**config.mk**
```make
export PLATFORM = sky130hd
export DESIGN_NAME = mic_irq_ctrl
export DESIGN_NICKNAME = d
export VERILOG_FILES = /design/src/logic/mic_pkg.sv /design/src/logic/mic_irq_ctrl.sv
export SDC_FILE = /design/constraint.sdc
export NUM_CORES = 1
export LEC_CHECK = 0
export BUFFER_PORTS_ARGS = -buffer_cell sky130_fd_sc_hd__clkbuf_2
export CAP_MARGIN = 20
export CORE_AREA = 2 2 130 132
export DETAILED_ROUTE_END_ITERATION = 10
export DIE_AREA = 0 0 132 134
export GPL_TIMING_DRIVEN = 0
export PLACE_DENSITY = 0.59
export SETUP_SLACK_MARGIN = 0.5
export SLEW_MARGIN = 20
export SYNTH_ARGS = -nofsm -noshare
export SYNTH_HDL_FRONTEND = slang
export SYNTH_SLANG_ARGS = --single-unit
```
**constraint.sdc**
```tcl
create_clock -name i_clock -period 1.9 [get_ports i_clock]
set_clock_uncertainty 0.15 [all_clocks]
set_input_delay 0.38 -clock i_clock [delete_from_list [all_inputs] [get_ports i_clock]]
set_output_delay 0.38 -clock i_clock [all_outputs]
set_load 0.02 [all_outputs]
```
**src/logic/mic_pkg.sv**
```systemverilog
// package of the interrupt controller: register offsets, field positions,
// reset values, edge-select codes, source order and vector layout.
// assumes an 8-bit register port with a 4-bit address.
package mic_pkg;

    // counts of request sources
    localparam int MIC_N_EXT = 4;   // external pins
    localparam int MIC_N_CMP = 2;   // comparators
    localparam int MIC_N_GRP = 6;   // grouped (multi-function) requests
    localparam int MIC_N_MEM = 8;   // group member sources
    localparam int MIC_N_PIN = 5;   // synchronised pins: 4 external + periph
    localparam int MIC_N_SRC = MIC_N_EXT + MIC_N_CMP + MIC_N_GRP;

    // register offsets
    localparam logic [3:0] MIC_OFS_CTRL = 4'h0; // global enable
    localparam logic [3:0] MIC_OFS_EXTC = 4'h1; // ext enables + flags
    localparam logic [3:0] MIC_OFS_EDGE = 4'h2; // edge select, 2 bits/pin
    localparam logic [3:0] MIC_OFS_CMPC = 4'h3; // cmp enables + flags
    localparam logic [3:0] MIC_OFS_GRPE = 4'h4; // group enables
    localparam logic [3:0] MIC_OFS_GRPF = 4'h5; // group flags
    localparam logic [3:0] MIC_OFS_MEME = 4'h6; // member enables
    localparam logic [3:0] MIC_OFS_MEMF = 4'h7; // member flags
    localparam logic [3:0] MIC_OFS_STAT = 4'h8; // read-only status

    // field positions
    localparam int MIC_CTRL_GIE_BIT = 0;
    localparam int MIC_FLAG_LSB = 4;     // ext and cmp flags sit in the upper nibble
    localparam int MIC_STAT_FULL_BIT = 4;
    localparam int MIC_STAT_LP_BIT = 5;

    // reset values
    localparam logic [7:0] MIC_RST_REG = 8'h00;

    // edge select codes
    typedef enum logic [1:0] {
        MIC_EDGE_OFF = 2'h0,
        MIC_EDGE_RISE = 2'h1,
        MIC_EDGE_FALL = 2'h2,
        MIC_EDGE_BOTH = 2'h3
    } mic_edge_t;

    // source order = priority, index 0 highest
    localparam int MIC_SRC_CMP0 = MIC_N_EXT;
    localparam int MIC_SRC_GRP0 = MIC_N_EXT + MIC_N_CMP;

    // vector layout: base + index * step
    localparam logic [11:0] MIC_VEC_BASE = 12'h004;
    localparam logic [11:0] MIC_VEC_STEP = 12'h004;

    // member -> group map, 3 bits per member, member 0 in the low bits
    // m0,m1:g0 m2,m3:g1 m4:g2 m5:g3 m6:g4 m7(periph pin):g5
    localparam logic [23:0] MIC_MEM_GRP = 24'hB1A240;

endpackage

```
**src/logic/mic_irq_ctrl.sv**
```systemverilog
// interrupt controller of a small 8-bit core: request flags, enables,
// priority pick, vector load with stack push, return and wake-up.
// assumes the core samples o_pc_load/o_stack_push/o_stack_pop each cycle
// and only asserts i_insn_boundary where an interrupt may be taken.
//
// Implementation choices: the register addresses and the plain strobed port.
`timescale 1ns/10ps

module mic_irq_ctrl
    import mic_pkg::*;
#(
    parameter int PC_W = 12 // program counter width
) (
    // clock and reset
    input wire logic i_clock,
    input wire logic i_rst_n,
    // register port
    input wire logic [3:0] i_addr,
    input wire logic [7:0] i_wdata,
    input wire logic i_wr,
    input wire logic i_rd,
    output logic [7:0] o_rdata,
    // event sources
    input wire logic [MIC_N_EXT-1:0] i_ext_irq_pins,
    input wire logic i_periph_irq_pin,
    input wire logic [MIC_N_CMP-1:0] i_cmp_out,
    input wire logic [MIC_N_MEM-2:0] i_member_evt,
    // core side
    input wire logic i_insn_boundary,
    input wire logic [PC_W-1:0] i_next_pc,
    input wire logic i_stack_full,
    input wire logic i_return_from_interrupt,
    input wire logic i_low_power,
    output logic o_stack_push,
    output logic [PC_W-1:0] o_push_pc,
    output logic o_pc_load,
    output logic [PC_W-1:0] o_vector,
    output logic o_stack_pop,
    output logic o_wake
);

    // vectors must fit the program counter
    generate
        if (PC_W < 8 || PC_W > 16) begin : g_bad_pc_w
            $error("PC_W must lie between 8 and 16");
        end
    endgenerate

    ////////////////////////////////////////////////////////////////////////
    // helper functions

    // edge-select decode, shared by all external pins
    function automatic logic edge_hit(input logic [1:0] sel,
                                      input logic rise, input logic fall);
        case (mic_edge_t'(sel))
            MIC_EDGE_RISE: edge_hit = rise;
            MIC_EDGE_FALL: edge_hit = fall;
            MIC_EDGE_BOTH: edge_hit = rise | fall;
            default: edge_hit = 1'b0; // off disables the pin
        endcase
    endfunction

    // lowest set index wins
    function automatic logic [3:0] first_set(input logic [MIC_N_SRC-1:0] v);
        first_set = 4'h0;
        for (int i = MIC_N_SRC - 1; i >= 0; i--) begin
            if (v[i]) begin
                first_set = 4'(i);
            end
        end
    endfunction

    // mask of the indices above idx in priority, i.e. lower numbers
    function automatic logic [MIC_N_SRC-1:0] lower_mask(input logic [3:0] idx);
        lower_mask = '0;
        for (int i = 0; i < MIC_N_SRC; i++) begin
            lower_mask[i] = (4'(i) < idx);
        end
    endfunction

    // group that a member feeds
    function automatic logic [2:0] grp_of(input int k);
        grp_of = MIC_MEM_GRP[3*k +: 3];
    endfunction

    ////////////////////////////////////////////////////////////////////////
    // state

    logic gie_ff;                       // global_irq_enable
    logic [MIC_N_EXT-1:0] ext_en_ff;    // ext_irq_enables
    logic [MIC_N_EXT-1:0] ext_f_ff;     // ext_irq_flags
    logic [7:0] edge_sel_ff;            // ext_edge_select
    logic [MIC_N_CMP-1:0] cmp_en_ff;    // cmp0/1_irq_enable
    logic [MIC_N_CMP-1:0] cmp_f_ff;     // cmp0/1_flag
    logic [MIC_N_CMP-1:0] cmp_prev_ff;  // previous comparator outputs
    logic [MIC_N_GRP-1:0] grp_en_ff;    // group enables
    logic [MIC_N_GRP-1:0] grp_f_ff;     // group_irq_flags
    logic [MIC_N_MEM-1:0] mem_en_ff;    // member enables
    logic [MIC_N_MEM-1:0] mem_f_ff;     // member flags, bit 7 periph
    logic [MIC_N_MEM-1:0] pend_prev_ff; // previous enabled-member view
    logic [MIC_N_PIN-1:0] s1_ff;        // pin sync stage 1
    logic [MIC_N_PIN-1:0] s2_ff;        // pin sync stage 2
    logic [MIC_N_PIN-1:0] s3_ff;        // pin sync stage 3
    logic [MIC_N_PIN-1:0] lvl_ff;       // accepted pin level
    logic [3:0] last_src_ff;            // last serviced source

    ////////////////////////////////////////////////////////////////////////
    // pin synchroniser and filtered edges

    // three stages; a level change is accepted when stages 2 and 3 agree
    always_ff @(posedge i_clock) begin
        if (!i_rst_n) begin
            s1_ff <= '0;
            s2_ff <= '0;
            s3_ff <= '0;
            lvl_ff <= '0;
        end else begin
            s1_ff <= {i_periph_irq_pin, i_ext_irq_pins};
            s2_ff <= s1_ff;
            s3_ff <= s2_ff;
            lvl_ff <= (s2_ff & s3_ff) | (lvl_ff & (s2_ff | s3_ff));
        end
    end

    logic [MIC_N_PIN-1:0] pin_rise;
    logic [MIC_N_PIN-1:0] pin_fall;
    assign pin_rise = s2_ff & s3_ff & ~lvl_ff;
    assign pin_fall = ~s2_ff & ~s3_ff & lvl_ff;

    ////////////////////////////////////////////////////////////////////////
    // set events of every flag

    logic [MIC_N_EXT-1:0] ext_set;
    logic [MIC_N_CMP-1:0] cmp_set;
    logic [MIC_N_MEM-1:0] mem_set;
    logic [MIC_N_MEM-1:0] mem_pend;
    logic [MIC_N_GRP-1:0] grp_set;

    // external pins: edge type chosen per pin, pin gated by its enable
    always_comb begin
        for (int i = 0; i < MIC_N_EXT; i++) begin
            ext_set[i] = ext_en_ff[i] &
                edge_hit(edge_sel_ff[2*i +: 2], pin_rise[i],
                         pin_fall[i]);
        end
    end

    assign cmp_set = i_cmp_out ^ cmp_prev_ff;
    // member events: timer/serial/low-voltage/eeprom pulses + periph pin
    assign mem_set = {pin_fall[MIC_N_PIN-1], i_member_evt};
    // a member only counts towards its group while it is enabled
    assign mem_pend = mem_f_ff & mem_en_ff;

    // group flag follows a member becoming pending
    always_comb begin
        grp_set = '0;
        for (int k = 0; k < MIC_N_MEM; k++) begin
            if (mem_pend[k] && !pend_prev_ff[k]) begin
                grp_set[grp_of(k)] = 1'b1;
            end
        end
    end

    ////////////////////////////////////////////////////////////////////////
    // selection and take

    logic [MIC_N_SRC-1:0] src_req;
    logic [3:0] sel;
    logic take;
    logic [MIC_N_SRC-1:0] svc_clr;

    // pending and enabled; flags stay set while blocked
    assign src_req = {grp_f_ff & grp_en_ff, cmp_f_ff & cmp_en_ff,
                      ext_f_ff & ext_en_ff};
    assign sel = first_set(src_req);
    // no take with global enable low or stack full
    assign take = gie_ff & !i_stack_full & i_insn_boundary
                  & (|src_req);

    // serviced flag to clear: only the one chosen
    always_comb begin
        svc_clr = '0;
        if (take) begin
            svc_clr[sel] = 1'b1;
        end
    end

    ////////////////////////////////////////////////////////////////////////
    // write decode

    logic wr_ctrl;
    logic wr_extc;
    logic wr_cmpc;
    logic wr_grpf;
    logic wr_memf;
    assign wr_ctrl = i_wr && (i_addr == MIC_OFS_CTRL);
    assign wr_extc = i_wr && (i_addr == MIC_OFS_EXTC);
    assign wr_cmpc = i_wr && (i_addr == MIC_OFS_CMPC);
    assign wr_grpf = i_wr && (i_addr == MIC_OFS_GRPF);
    assign wr_memf = i_wr && (i_addr == MIC_OFS_MEMF);

    ////////////////////////////////////////////////////////////////////////
    // global enable

    // take clears it, return sets it, software may write it
    always_ff @(posedge i_clock) begin
        if (!i_rst_n) begin
            gie_ff <= 1'b0;
        end else if (take) begin
            gie_ff <= 1'b0;
        end else if (i_return_from_interrupt) begin
            gie_ff <= 1'b1;
        end else if (wr_ctrl) begin
            gie_ff <= i_wdata[MIC_CTRL_GIE_BIT];
        end
    end

    ////////////////////////////////////////////////////////////////////////
    // enables and edge select, software only

    always_ff @(posedge i_clock) begin
        if (!i_rst_n) begin
            ext_en_ff <= MIC_RST_REG[MIC_N_EXT-1:0];
            edge_sel_ff <= MIC_RST_REG;
            cmp_en_ff <= MIC_RST_REG[MIC_N_CMP-1:0];
            grp_en_ff <= MIC_RST_REG[MIC_N_GRP-1:0];
            mem_en_ff <= MIC_RST_REG;
        end else if (i_wr) begin
            case (i_addr)
                MIC_OFS_EXTC: ext_en_ff <= i_wdata[MIC_N_EXT-1:0];
                MIC_OFS_EDGE: edge_sel_ff <= i_wdata;
                MIC_OFS_CMPC: cmp_en_ff <= i_wdata[MIC_N_CMP-1:0];
                MIC_OFS_GRPE: grp_en_ff <= i_wdata[MIC_N_GRP-1:0];
                MIC_OFS_MEME: mem_en_ff <= i_wdata;
                default: ; // other offsets hold the global enable, flags or status, or are unmapped
            endcase
        end
    end

    ////////////////////////////////////////////////////////////////////////
    // request flags: write, then service clear, then hardware set
    // a set in the clearing cycle wins so no event is lost

    logic [MIC_N_EXT-1:0] nxt_ext_f;
    logic [MIC_N_CMP-1:0] nxt_cmp_f;
    logic [MIC_N_GRP-1:0] nxt_grp_f;
    logic [MIC_N_MEM-1:0] nxt_mem_f;

    always_comb begin
        nxt_ext_f = wr_extc ? i_wdata[MIC_FLAG_LSB +: MIC_N_EXT] : ext_f_ff;
        nxt_ext_f = (nxt_ext_f & ~svc_clr[MIC_N_EXT-1:0]) | ext_set;
        nxt_cmp_f = wr_cmpc ? i_wdata[MIC_FLAG_LSB +: MIC_N_CMP] : cmp_f_ff;
        nxt_cmp_f = (nxt_cmp_f & ~svc_clr[MIC_SRC_CMP0 +: MIC_N_CMP])
                    | cmp_set;
        nxt_grp_f = wr_grpf ? i_wdata[MIC_N_GRP-1:0] : grp_f_ff;
        nxt_grp_f = (nxt_grp_f & ~svc_clr[MIC_SRC_GRP0 +: MIC_N_GRP])
                    | grp_set;
        // members are never cleared by service, only by software
        nxt_mem_f = (wr_memf ? i_wdata : mem_f_ff) | mem_set;
    end

    always_ff @(posedge i_clock) begin
        if (!i_rst_n) begin
            ext_f_ff <= MIC_RST_REG[MIC_N_EXT-1:0];
            cmp_f_ff <= MIC_RST_REG[MIC_N_CMP-1:0];
            grp_f_ff <= MIC_RST_REG[MIC_N_GRP-1:0];
            mem_f_ff <= MIC_RST_REG;
        end else begin
            ext_f_ff <= nxt_ext_f;
            cmp_f_ff <= nxt_cmp_f;
            grp_f_ff <= nxt_grp_f;
            mem_f_ff <= nxt_mem_f;
        end
    end

    // history for change detection
    // comparator history starts low, so a high output just after reset
    // reads as one change; a trade for a constant-only reset
    always_ff @(posedge i_clock) begin
        if (!i_rst_n) begin
            cmp_prev_ff <= '0;
            pend_prev_ff <= '0;
        end else begin
            cmp_prev_ff <= i_cmp_out;
            pend_prev_ff <= mem_pend;
        end
    end

    ////////////////////////////////////////////////////////////////////////
    // core outputs

    // push, vector load and pop, all registered
    always_ff @(posedge i_clock) begin
        if (!i_rst_n) begin
            o_stack_push <= 1'b0;
            o_pc_load <= 1'b0;
            o_push_pc <= '0;
            o_vector <= '0;
            o_stack_pop <= 1'b0;
            last_src_ff <= 4'h0;
        end else begin
            o_stack_push <= take;
            o_pc_load <= take;
            o_push_pc <= i_next_pc;
            // every source has its own slot; members share the slot of their group
            o_vector <= PC_W'(MIC_VEC_BASE + 12'(sel) * MIC_VEC_STEP);
            o_stack_pop <= i_return_from_interrupt;
            if (take) begin
                last_src_ff <= sel;
            end
        end
    end

    // wake on a flag that goes from clear to set, not one already set
    logic new_set;
    assign new_set = |(ext_set & ~ext_f_ff) | |(cmp_set & ~cmp_f_ff)
                     | |(grp_set & ~grp_f_ff) | |(mem_set & ~mem_f_ff);

    always_ff @(posedge i_clock) begin
        if (!i_rst_n) begin
            o_wake <= 1'b0;
        end else begin
            o_wake <= i_low_power & new_set;
        end
    end

    ////////////////////////////////////////////////////////////////////////
    // register read, data valid only in the cycle after the strobe

    always_ff @(posedge i_clock) begin
        if (!i_rst_n || !i_rd) begin
            o_rdata <= 8'h00;
        end else begin
            case (i_addr)
                MIC_OFS_CTRL: o_rdata <= {7'h00, gie_ff};
                MIC_OFS_EXTC: o_rdata <= {ext_f_ff, ext_en_ff};
                MIC_OFS_EDGE: o_rdata <= edge_sel_ff;
                MIC_OFS_CMPC: o_rdata <= {2'h0, cmp_f_ff, 2'h0, cmp_en_ff};
                MIC_OFS_GRPE: o_rdata <= {2'h0, grp_en_ff};
                MIC_OFS_GRPF: o_rdata <= {2'h0, grp_f_ff};
                MIC_OFS_MEME: o_rdata <= mem_en_ff;
                MIC_OFS_MEMF: o_rdata <= mem_f_ff;
                MIC_OFS_STAT: o_rdata <= {2'h0, i_low_power, i_stack_full,
                                          last_src_ff};
                default: o_rdata <= 8'h00; // unmapped reads zero
            endcase
        end
    end

    ////////////////////////////////////////////////////////////////////////
    // assertions

    a_gie_blocks: assert property (
        @(posedge i_clock) disable iff (!i_rst_n)
        !gie_ff |=> !o_pc_load)
        else $error("interrupt taken with global enable low");

    a_full_blocks: assert property (
        @(posedge i_clock) disable iff (!i_rst_n)
        i_stack_full |=> !o_pc_load)
        else $error("interrupt taken with stack full");

    a_take_clears_gie: assert property (
        @(posedge i_clock) disable iff (!i_rst_n)
        o_pc_load |-> !gie_ff)
        else $error("global enable still set after take");

    a_push_next_pc: assert property (
        @(posedge i_clock) disable iff (!i_rst_n)
        o_pc_load |-> o_stack_push && o_push_pc == $past(i_next_pc))
        else $error("take without push of next pc");

    a_return_pops: assert property (
        @(posedge i_clock) disable iff (!i_rst_n)
        (i_return_from_interrupt && !take) |=> o_stack_pop ##0 gie_ff)
        else $error("return did not pop or re-enable");

    a_source_enabled: assert property (
        @(posedge i_clock) disable iff (!i_rst_n)
        o_pc_load |-> $past(src_req[sel]) && last_src_ff == $past(sel))
        else $error("vector for a source not enabled");

    a_fixed_priority: assert property (
        @(posedge i_clock) disable iff (!i_rst_n)
        o_pc_load |-> ($past(src_req) & lower_mask(last_src_ff)) == '0)
        else $error("higher priority request passed over");

    a_ext_flag_set: assert property (
        @(posedge i_clock) disable iff (!i_rst_n)
        (|ext_set) |=> (ext_f_ff & $past(ext_set)) == $past(ext_set))
        else $error("external edge did not set its flag");

    a_group_flag_set: assert property (
        @(posedge i_clock) disable iff (!i_rst_n)
        (|grp_set) |=> (grp_f_ff & $past(grp_set)) == $past(grp_set))
        else $error("member request did not set group flag");

    a_wake_on_set: assert property (
        @(posedge i_clock) disable iff (!i_rst_n)
        (i_low_power && new_set) |=> o_wake)
        else $error("no wake on new flag in low power");

endmodule

```
==> results.json <==
{
  "intPower_mw": 3.844,
  "vdd_drop_max_uv": 666.7,
  "gp_congestion": 0.9768,
  "syn2layout_area_growth_pct": 50.67,
  "switching_share": 0.2526,
  "synth.distinct_cells": 59,
  "num_io_pins": 82,
  "fmax_mhz": 525.5,
  "min_period_over_period": 1.002,
  "nNetsFinal": 727,
  "numCtsBuffers": 9,
  "cts_tree": "built",
  "postRouteAntennaNets": 0,
  "relSlewSlack": 0.6047,
  "critPathLaunchType": "register",
  "hp-start": "i_next_pc[2]",
  "crit_buf_inv": 1,
  "chipWidth_microns": 132,
  "synth_edf_count": 0,
  "grt_overflow": 0,
  "path_cells": "and2_4 > o211ai_1 > a311o_2 > nand2_4 > inv_4 > ha_4 > a211o_1 > a21oi_1",
  "antenna_cells": 0,
  "synth_compound_area_frac": 0.1946,
  "drive_gt1_frac": 0.4474,
  "crit_fanout": 4,
  "grt_pass1_vias": 4509,
  "clockPowerShare": 0.404,
  "setup_viol": 1,
  "synth_seq_area_share": 0.4665,
  "hold_violations": 0,
  "clk_pin_slew_ns": 0.08,
  "synthFlopType": "dfxtp_1",
  "vias": 4669,
  "hold-path-endpoint": "o_push_pc[2]",
  "synth-seq-cells": 111,
  "track_usage": 0.1946,
  "ys.warnings.count": 0,
  "rsz0062_at_grt": "true",
  "p_seq_frac": 0.475,
  "finalPower_mw": 5.143,
  "violations": "setup timing",
  "die_h_microns": 134,
  "netlist_area_sq_um": 4763,
  "cts.path.max_buffers": 2,
  "worstHoldPathCells": 2,
  "critPathKind": "reg2reg",
  "wire_per_inst_microns": 19.31,
  "drc": 0,
  "required_ns": 2.04,
  "r2r_setup_slack_ns": -0.003,
  "cellPowerDensity_nw_per_um2": 716.6,
  "path_delay_family": "compound AO/OA/AOI/OAI gates",
  "clock-root-buffer": "clkbuf_16",
  "combPwrFrac": 0.121,
  "synthAdderAreaFrac": 0.005253,
  "yosys.area_share.simple": 0.2167,
  "r2r.worst_path.cells": 8,
  "die_area_sq_um": 17690,
  "drv_slew": 0,
  "cp_num_cells": 8,
  "max_cap_violations": 0,
  "max_slew.worst_pin.slew_ns": 0.5930,
  "status": "finished with violations",
  "syn_inst": 533,
  "h-tree-depth": 3,
  "synth_top_family_by_area": "simple AND/OR/NAND/NOR gates",
  "muxShareOfSynthArea": 0.06961,
  "grt_pass1_wl_microns": 26000,
  "avgSynthCellArea_sq_um": 8.937,
  "grt_antenna_before_repair": 0,
  "dp_hpwl_microns": 12240,
  "reg2reg_from": "grp_f_ff[4]",
  "fin_hold_ws_ns": 0.06899,
  "p_sw_mw": 1.299,
  "r2r-end": "ext_f_ff[1]",
  "drtIter0Drc": 384,
  "wirelength_microns": 17460,
  "critPathMaxStageDelay_ns": 0.37,
  "synthArstFlopShare": 0,
  "post-route-min-period_ns": 1.903,
  "arrival_ns": 2.04,
  "port_buffers": 72,
  "insertion_delay_ns": 0.37,
  "p_leak_nw": 2.880,
  "finalWorstSetupSlack_ns": -0.002909,
  "cts.sinks": 111,
  "num_rows": 47,
  "grt_max_degree": 19,
  "synth_xor_area_frac": 0.003677,
  "hp-class": "in2reg",
  "end_kind": "register",
  "core_sq_um": 16290,
  "start_util": 0.2924,
  "crit_slowest_cell": "dfxtp_4",
  "detail_route.first_pass.iterations": 7,
  "vias_per_cell": 5.165
}
registers in the layout (all words and copies together), names as in the netlist, 4 cells and up:
signal and flops:
grp_en_ff 6, lvl_ff 5, mem_en_ff 8, s2_ff 5
edge_sel_ff 8, mem_f_ff 8, last_src_ff 4, grp_f_ff 6
o_vector 5, o_push_pc 12, ext_en_ff 4, o_rdata 8
ext_f_ff 4, pend_prev_ff 8, s1_ff 5, s3_ff 5
power groups by stage:
stage | sequential, mW | combinational (mW) | clock, mW
2_1_floorplan | 2.51 | 0.266 | 0
3_3_place_gp | 2.50 | 0.470 | 0
3_5_place_dp | 2.50 | 0.475 | 0
4_1_cts | 2.44 | 0.553 | 2.12
5_1_grt | 2.45 | 0.660 | 2.22
6_report | 2.44 | 0.622 | 2.08
cell usage in the layout, fill, tap and decap left out, types with 8 or more instances in the layout:
master / n
dfxtp_1: 82
clkbuf_2: 58
buf_4: 45
a21oi_1: 44
nand2_1: 41
nor2_1: 39
and2_1: 30
mux2i_1: 23
buf_6: 21
dfxtp_2: 20
nand3_2: 16
clkbuf_16: 13
o21ai_0: 12
a21oi_2: 11
buf_8: 11
clkbuf_1: 10
dfxtp_4: 9
buf_2: 9
nand3_1: 8
conb_1: 8
area by class of cell:
cell class	count	area, sq um
flip-flops and latches	111	2281
inverters	10	40.04
plain buffers	34	342.8
multi-input cells	385	2933
clock buffers	11	232.7
fillers	1592	9112
clock inverters	5	88.84
repair buffers	128	983.4
well taps	220	275.3
worst register-to-register path, cell delays in order, from the launching register on:
cell and delay, ns:
dfxtp_4 0.37, and2_4 0.13, o211ai_1 0.10, a311o_2 0.37, nand2_4 0.10, inv_4 0.04, ha_4 0.17, a211o_1 0.25
a21oi_1 0.14
cells by family (layout without fill, tap and decap cells):
kind of cell	Yosys count	after routing
xor+xnor	2	2
other cells	1	8
mux	31	31
buf+inv	44	188
compound gates	139	139
simple gates	203	203
flops	111	111
fa+ha+maj	2	2
synth_stat cells, types with 6 or more instances:
cell	instances	area (sq um)
inv_1	9	33.78
a211oi_1	6	45.04
mux2i_1	23	230.2
dfxtp_1	111	2222
o21ai_0	16	80.08
clkbuf_1	19	71.32
a22oi_1	8	60.06
nand2_1	53	198.9
and3_1	11	68.82
a21oi_1	56	280.3
nand3_1	26	130.1
o21a_1	6	45.04
buf_2	7	35.03
mux2_2	7	78.83
nor2b_1	9	56.30
and2_1	32	200.2
buf_4	8	60.06
a22o_1	8	70.07
nand2b_1	6	37.54
nor2_1	42	157.7
layer usage:
metal / GRT usage / up-vias / share of wire
met3: 0.03741 / 42 / 0.062
met5: 0 / - / 0
met2: 0.3299 / 180 / 0.48
li1: - / 2186 / -
met1: 0.2451 / 2261 / 0.42
met4: 0.07548 / 0 / 0.036
what timing repair did:
| item | in CTS | in global routing |
|---|---|---|
| endpoints found under the setup margin | 85 | 79 |
| gates resized for setup | 93 | 91 |
| hold buffers | 0 | 0 |
| setup buffers | 34 | 19 |
| pin swaps | 23 | 32 |
| gates cloned | 1 | 2 |
worst max-delay path by stage:
stage                  from          end
2_1_floorplan   grp_f_ff[4]  ext_f_ff[1]
3_3_place_gp           i_wr  cmp_f_ff[1]
3_5_place_dp           i_wr  cmp_f_ff[0]
4_1_cts        grp_en_ff[4]  ext_f_ff[1]
5_1_grt        grp_en_ff[4]  ext_f_ff[2]
6_report        grp_f_ff[4]  ext_f_ff[1]
per-stage QoR:
stage | setup TNS (ns) | setup WS [ns] | cells | utilization | instance area [sq um]
5_1_grt | -0.1100 | -0.04774 | 904 | 0.4406 | 7177
6_report | -0.002909 | -0.002909 | 904 | 0.4406 | 7177
3_3_place_gp | -7.769 | -0.4270 | 832 | 0.3533 | 5756
2_1_floorplan | 0 | 0.04999 | 540 | - | 5120
3_5_place_dp | -8.730 | -0.4491 | 832 | 0.3533 | 5756
4_1_cts | 0 | 0.03416 | 883 | 0.4137 | 6739
Note: power is estimated with default switching activity, not from simulation.
